===== config.mk =====
export PLATFORM = sky130hd
export DESIGN_NAME = gpx_ports
export DESIGN_NICKNAME = d
export VERILOG_FILES = /design/src/gpx_pkg.sv /design/src/gpx_sync.sv /design/src/gpx_ioc.sv /design/src/gpx_ports.sv
export SDC_FILE = /design/constraint.sdc
export NUM_CORES = 1
export LEC_CHECK = 0
export ABC_AREA = 1
export BUFFER_PORTS_ARGS = -buffer_cell sky130_fd_sc_hd__buf_2
export CAP_MARGIN = 20
export CORE_MARGIN = 5
export CORE_UTILIZATION = 31
export DETAILED_ROUTE_END_ITERATION = 8
export SLEW_MARGIN = 20
export SYNTH_ARGS = -nofsm -noshare
export SYNTH_HDL_FRONTEND = slang
export SYNTH_SLANG_ARGS = --single-unit

===== constraint.sdc =====
create_clock -name clk -period 4.7 [get_ports clk]
set_clock_uncertainty 0.1 [all_clocks]
set_input_delay 1.175 -clock clk [delete_from_list [all_inputs] [get_ports clk]]
set_output_delay 1.175 -clock clk [all_outputs]
set_load 0.01 [all_outputs]

===== src/gpx_pkg.sv =====
package gpx_pkg;

	// Widths of the two ports, of the register bus and of the change detector
	localparam int PA_W = 5;
	localparam int PB_W = 8;
	localparam int DW = 8;
	localparam int AW = 8;
	localparam int IOC_W = 4;

	// Register addresses
	localparam logic [7:0] ADDR_PORT_A = 8'h05;
	localparam logic [7:0] ADDR_PORT_B = 8'h06;
	localparam logic [7:0] ADDR_INTC_LO = 8'h0B;
	localparam logic [7:0] ADDR_INTC_HI = 8'h8B;
	localparam logic [7:0] ADDR_OPTION = 8'h81;
	localparam logic [7:0] ADDR_DIR_A = 8'h85;
	localparam logic [7:0] ADDR_DIR_B = 8'h86;

	// Reset values
	localparam logic [7:0] RST_OPTION = 8'hFF;
	localparam logic [4:0] RST_DIR_A = 5'h1F;
	localparam logic [7:0] RST_DIR_B = 8'hFF;
	localparam logic [7:0] RST_INTC = 8'h00;
	localparam logic [4:0] RST_LAT_A = 5'h00;
	localparam logic [7:0] RST_LAT_B = 8'h00;
	localparam logic [7:0] RST_RDATA = 8'h00;

	// Field positions
	localparam int BIT_PULLUP_DIS_N = 7;
	localparam int BIT_PORT_CHANGE_FLAG = 0;
	localparam int BIT_PORT_CHANGE_IE = 3;
	localparam int BIT_EXT_IRQ_EN = 4;
	localparam int BIT_OPEN_DRAIN = 4;
	localparam int BIT_EXT_IRQ_PIN = 0;
	localparam int BIT_PROG_CLK = 6;
	localparam int BIT_PROG_DATA = 7;
	localparam int IOC_LO = 4;

	// Whole register state of the port block
	typedef struct packed {
		logic [PA_W-1:0] a_lat;
		logic [PA_W-1:0] a_dir;
		logic a_rz;
		logic [PB_W-1:0] b_lat;
		logic [PB_W-1:0] b_dir;
		logic [DW-1:0] opt;
		logic [DW-1:0] intc;
		logic [DW-1:0] rdata;
		logic wake;
	} gpx_state_t;

	// Bit-modify: masked bits from new data, others from the old value
	function automatic logic [DW-1:0] gpx_merge(input logic [DW-1:0] old_v, input logic [DW-1:0] new_v,
		input logic [DW-1:0] mask);
		gpx_merge = (old_v & ~mask) | (new_v & mask);
	endfunction

endpackage


===== src/gpx_sync.sv =====
`timescale 1ns/1ps
module gpx_sync #(
	parameter int W = 1
) (
	input wire logic clk,
	input wire logic rst,
	input wire logic [W-1:0] d,
	output logic [W-1:0] q
);
	typedef struct packed {
		logic [W-1:0] s1;
		logic [W-1:0] s2;
	} gpx_sync_t;

	gpx_sync_t st_q;
	gpx_sync_t st_d;

	// Two-stage chain; only the second stage is visible
	always_comb begin
		st_d.s1 = d;
		st_d.s2 = st_q.s1;
	end

	always_ff @(posedge clk or posedge rst) begin
		if (rst) begin
			st_q <= '0;
		end else begin
			st_q <= st_d;
		end
	end

	assign q = st_q.s2;
endmodule


===== src/gpx_ioc.sv =====
`timescale 1ns/1ps
module gpx_ioc
	import gpx_pkg::*;
#(
	parameter int N = IOC_W
) (
	input wire logic clk,
	input wire logic rst,
	input wire logic [N-1:0] pins,
	input wire logic [N-1:0] dir,
	input wire logic snap,
	output logic mismatch
);
	typedef struct packed {
		logic [N-1:0] old;
	} gpx_ioc_t;

	gpx_ioc_t st_q;
	gpx_ioc_t st_d;

	// Access to the port re-latches the reference value
	always_comb begin
		st_d = st_q;
		if (snap) begin
			st_d.old = pins;
		end
	end

	always_ff @(posedge clk or posedge rst) begin
		if (rst) begin
			st_q <= '0;
		end else begin
			st_q <= st_d;
		end
	end

	// Only inputs compare; mismatches are ORed
	assign mismatch = |((pins ^ st_q.old) & dir);
endmodule


===== src/gpx_ports.sv =====
`timescale 1ns/1ps
module gpx_ports
	import gpx_pkg::*;
(
	input wire logic clk,
	input wire logic rst,
	input wire logic [AW-1:0] addr,
	input wire logic [DW-1:0] wdata,
	input wire logic [DW-1:0] wr_mask,
	input wire logic wr_stb,
	input wire logic rd_stb,
	output logic [DW-1:0] rdata,
	input wire logic [PA_W-1:0] pa_in,
	output logic [PA_W-1:0] pa_out,
	output logic [PA_W-1:0] pa_oe,
	input wire logic [PB_W-1:0] pb_in,
	output logic [PB_W-1:0] pb_out,
	output logic [PB_W-1:0] pb_oe,
	output logic [PB_W-1:0] pb_pullup,
	output logic [PB_W-1:0] pb_schmitt,
	input wire logic prog_mode_pin,
	input wire logic prog_data_out,
	input wire logic prog_data_oe,
	output logic prog_clk,
	output logic prog_data,
	output logic timer_clk_level,
	output logic external_irq_pin,
	output logic [DW-1:0] option_cfg,
	output logic port_change_irq,
	input wire logic sleep_active,
	output logic wake_req
);

	gpx_state_t st_q;
	gpx_state_t st_d;

	logic [PA_W-1:0] pa_s;
	logic [PB_W-1:0] pb_s;
	logic prog_s;
	logic ioc_mismatch;
	logic pb_snap;
	logic [DW-1:0] a_merged;
	logic [DW-1:0] b_merged;
	logic [DW-1:0] intc_merged;
	logic [DW-1:0] dir_a_merged;

	// Pin levels cross into the clock domain through two flops
	gpx_sync #(
		.W(PA_W + PB_W + 1)
	) u_sync (
		.clk(clk),
		.rst(rst),
		.d({prog_mode_pin, pb_in, pa_in}),
		.q({prog_s, pb_s, pa_s})
	);

	// Any read or write of port B re-latches the change reference
	assign pb_snap = (wr_stb || rd_stb) && (addr == ADDR_PORT_B);

	// Change detector on the upper port B pins that are inputs
	gpx_ioc #(
		.N(IOC_W)
	) u_ioc (
		.clk(clk),
		.rst(rst),
		.pins(pb_s[PB_W-1:IOC_LO]),
		.dir(st_q.b_dir[PB_W-1:IOC_LO]),
		.snap(pb_snap),
		.mismatch(ioc_mismatch)
	);

	// Port writes merge with the sampled pins, not with the latch
	assign a_merged = gpx_merge({3'h0, pa_s}, wdata, wr_mask);
	assign b_merged = gpx_merge(pb_s, wdata, wr_mask);
	assign intc_merged = gpx_merge(st_q.intc, wdata, wr_mask);
	assign dir_a_merged = gpx_merge({3'h0, st_q.a_dir}, wdata, wr_mask);

	// Next state: register writes, flag set, read data, wake
	always_comb begin
		st_d = st_q;
		st_d.rdata = RST_RDATA;
		if (wr_stb) begin
			case (addr)
				ADDR_PORT_A: begin
					st_d.a_lat = a_merged[PA_W-1:0];
					st_d.a_rz = 1'b0;
				end
				ADDR_PORT_B: begin
					st_d.b_lat = b_merged;
				end
				ADDR_INTC_LO, ADDR_INTC_HI: begin
					st_d.intc = intc_merged;
				end
				ADDR_OPTION: begin
					st_d.opt = gpx_merge(st_q.opt, wdata, wr_mask);
				end
				ADDR_DIR_A: begin
					st_d.a_dir = dir_a_merged[PA_W-1:0];
					st_d.a_rz = 1'b0;
				end
				ADDR_DIR_B: begin
					st_d.b_dir = gpx_merge(st_q.b_dir, wdata, wr_mask);
				end
				default: begin
					st_d.a_rz = st_q.a_rz;
				end
			endcase
		end
		// A live mismatch sets the flag and beats a clear
		if (ioc_mismatch) begin
			st_d.intc[BIT_PORT_CHANGE_FLAG] = 1'b1;
		end
		if (rd_stb) begin
			case (addr)
				ADDR_PORT_A: begin
					st_d.rdata = st_q.a_rz ? 8'h00 : {3'h0, pa_s};
				end
				ADDR_PORT_B: begin
					st_d.rdata = pb_s;
				end
				ADDR_INTC_LO, ADDR_INTC_HI: begin
					st_d.rdata = st_q.intc;
				end
				ADDR_OPTION: begin
					st_d.rdata = st_q.opt;
				end
				ADDR_DIR_A: begin
					st_d.rdata = {3'h0, st_q.a_dir};
				end
				ADDR_DIR_B: begin
					st_d.rdata = st_q.b_dir;
				end
				default: begin
					st_d.rdata = RST_RDATA;
				end
			endcase
		end
		// Enabled port change requests wake while asleep
		st_d.wake = sleep_active && st_q.intc[BIT_PORT_CHANGE_FLAG]
			&& st_q.intc[BIT_PORT_CHANGE_IE];
	end

	// State register; ports come up as inputs, pull-ups off
	always_ff @(posedge clk or posedge rst) begin
		if (rst) begin
			st_q.a_lat <= RST_LAT_A;
			st_q.a_dir <= RST_DIR_A;
			st_q.a_rz <= 1'b1;
			st_q.b_lat <= RST_LAT_B;
			st_q.b_dir <= RST_DIR_B;
			st_q.opt <= RST_OPTION;
			st_q.intc <= RST_INTC;
			st_q.rdata <= RST_RDATA;
			st_q.wake <= 1'b0;
		end else begin
			st_q <= st_d;
		end
	end

	// Port A drivers; bit 4 only ever pulls low
	always_comb begin
		pa_out = st_q.a_lat;
		pa_oe = ~st_q.a_dir;
		pa_out[BIT_OPEN_DRAIN] = 1'b0;
		pa_oe[BIT_OPEN_DRAIN] = ~st_q.a_dir[BIT_OPEN_DRAIN] & ~st_q.a_lat[BIT_OPEN_DRAIN];
	end

	// Port B drivers; programming mode takes over bits 6 and 7
	always_comb begin
		pb_out = st_q.b_lat;
		pb_oe = ~st_q.b_dir;
		if (prog_s) begin
			pb_oe[BIT_PROG_CLK] = 1'b0;
			pb_out[BIT_PROG_DATA] = prog_data_out;
			pb_oe[BIT_PROG_DATA] = prog_data_oe;
		end
	end

	// Input buffer type per pin
	always_comb begin
		pb_schmitt = '0;
		pb_schmitt[BIT_EXT_IRQ_PIN] = st_q.intc[BIT_EXT_IRQ_EN];
		pb_schmitt[BIT_PROG_CLK] = prog_s;
		pb_schmitt[BIT_PROG_DATA] = prog_s;
	end

	// Shared pull-up enable, removed on output pins
	assign pb_pullup = {PB_W{~st_q.opt[BIT_PULLUP_DIS_N]}} & st_q.b_dir;

	// Alternate functions seen by neighbouring logic
	assign timer_clk_level = pa_s[BIT_OPEN_DRAIN];
	assign external_irq_pin = pb_s[BIT_EXT_IRQ_PIN];
	assign prog_clk = pb_s[BIT_PROG_CLK];
	assign prog_data = pb_s[BIT_PROG_DATA];

	// Register-sourced outputs
	assign rdata = st_q.rdata;
	assign option_cfg = st_q.opt;
	assign port_change_irq = st_q.intc[BIT_PORT_CHANGE_FLAG] & st_q.intc[BIT_PORT_CHANGE_IE];
	assign wake_req = st_q.wake;
endmodule


==> reports/metrics.cfg <==
[outcome]
status=finished, final reports clean

[layout]
instances_no_fill=736
fill_cells=1334
fin_nets=603
area.growth.synth_to_final_pct=18.1
final_layout_size_suffix_gt1_share_pct=28.6
layout_commonest_cell=nand2_1
final_cell_mix=134 x nand2_1, 102 x buf_2, 62 x dfrtp_1

[flow_run]
max_cap_violations=0

[clocking]
cts.sinks=84
cts.hold.buffers_added=0
post_cts_buffers=0
cts_buffers=9
clock_path_buffers=2
cts_tree=yes
htreeDepth=3
cts_resized=0
clk_pin_slew_ns=0.06
worstSkewPairLatency_ns=0.34
cts_root_buffer=clkbuf_16

[logic_synthesis]
synthesis.area_um2=4040
synth.ff_latch_count=84
yosysSeqAreaShare_pct=52.7
yosysWarnings=0
syn_inst=480
synth_cell_types=27
synth_area_per_cell_um2=8.42

[critical_path]
crit_fanout=1
start_kind=input pin
arrival_ns=1.53
required_ns=3.42
end_kind=output pin
critPathKind=in2out

[sta]
period_share_pct=59.7
drv_slew=0
fin_setup_tns_ns=0
relSlewSlack_pct=59.0
final_hold_viol_count=0
fmax_mhz=356
post-route-min-period_ns=2.81
rsz0062_at_grt=false
worstMarginPinSlew_ns=0.614
setup_violations=0

[pwr]
ir_drop_v=0.000143
p_total_mw=1.57
p_leak_nw=2.45
p_per_area_nw_per_um2=329

[detailed_routing]
ant_nets=0
drtIter0Drc=208
drc=0
firstDrtPassIters=4
routedWlPerCell_um=14.1
finalWirelength_um=10400
viasPerCell=4.35
num_vias=3201

[global_routing]
antenna_found_initial=1
grt_pass1_wl_um=16000
grt_max_degree=33
overflow=0
grt_use_total_pct=13.6
grt_pass1_vias=3115

[die]
floorplan.initialDensity_pct=31.8
num_rows=41
die_area_um2=15400
chipHeight_um=124
ios=109
design.core.area_um2=12700
die_w_um=124

[placed_design]
dp_hpwl_um=8060
gp_congestion=0.874
dp_cells=719
port_buffers=102

[min_path]
hold_path.class=reg2reg

==> cell families (layout without fill, tap and decap cells) <==
group           Yosys count  in the layout  share of synthesized area, %
flops                    84             84                          52.7
other cells               1              7                        0.0928
compound gates           67             67                          8.83
buf+inv                 102            180                          13.4
simple gates            226            226                          25.0
==> metal layers <==
metal  part of all wire (%)  GRT usage, %
met5                      0             0
met4                    2.4          6.78
met3                    7.3          3.18
met2                     47          21.3
met1                     44          17.7
==> stage by stage <==
step / util, % / setup WS (ns) / hold WS (ns) / cell area [um^2]
after floorplan: - / 1.30 / 0.231 / 4060
after global placement: 35.2 / 1.90 / 0.233 / 4480
after detailed placement: 35.3 / 1.89 / 0.235 / 4500
after CTS: 37.5 / 1.89 / 0.249 / 4770
after global routing: 37.5 / 1.85 / 0.253 / 4770
final: 37.5 / 1.89 / 0.247 / 4770
==> cells in the mapped netlist <==
cell type / count / share of area (%)
a21oi_1: 8 / 0.99
buf_2: 1 / 0.12
buf_4: 38 / 7.1
buf_6: 2 / 0.56
clkbuf_1: 1 / 0.093
clkinv_1: 1 / 0.093
conb_1: 1 / 0.093
dfrtp_1: 62 / 38
dfstp_2: 22 / 14
inv_1: 56 / 5.2
inv_2: 3 / 0.28
nand2_1: 134 / 12
nand2_2: 3 / 0.46
nand2_4: 1 / 0.28
nand3_1: 40 / 5.0
nand3b_1: 1 / 0.19
nand4_1: 1 / 0.15
nor2_1: 34 / 3.2
nor2_2: 3 / 0.46
nor2_4: 7 / 2.0
nor2_8: 1 / 0.50
nor3_4: 1 / 0.40
o211ai_1: 1 / 0.19
o21a_1: 6 / 1.1
o21ai_0: 22 / 2.7
o21ai_1: 29 / 3.6
o21ai_2: 1 / 0.22
==> cell type report <==
cell class | count | area, um^2 | area share (%)
clock inverters | 4 | 26.3 | 0.551
flip-flops and latches | 84 | 2130 | 44.6
inverters | 60 | 226 | 4.75
multi-input cells | 299 | 1390 | 29.1
repair buffers | 104 | 538 | 11.3
well taps | 172 | 215 | 4.51
clock buffers | 12 | 246 | 5.17
diodes | 1 | 2.50 | 0.0524
==> report_power, final <==
| group | total, mW | internal (mW) | switching [mW] |
|---|---|---|---|
| combinational | 0.138 | 0.0484 | 0.0891 |
| sequential | 0.786 | 0.762 | 0.0238 |
| clock | 0.649 | 0.373 | 0.276 |
==> worst max-delay path, cell delays in order <==
cell and delay [ns]:
buf_2 0.10, nand2_1 0.05, o21ai_0 0.07, buf_2 0.15
==> final timing paths <==
path	from	to	slack, ns	cells past startpoint
worst min register to register	u_sync.st_d[5]	u_sync.q[5]	0.25	0
worst min-delay path	u_sync.st_d[5]	u_sync.q[5]	0.25	0
worst max register to register	flop	st_q[9]	3.48	5
worst max-delay path	prog_data_out	pb_out[7]	1.89	4
min in group asynchronous	rst	u_sync.st_d[0]	0.77	2
max in group asynchronous	rst	asynchronous set/reset pin	2.99	3
No activity file was read; power rests on OpenSTA's default activity.
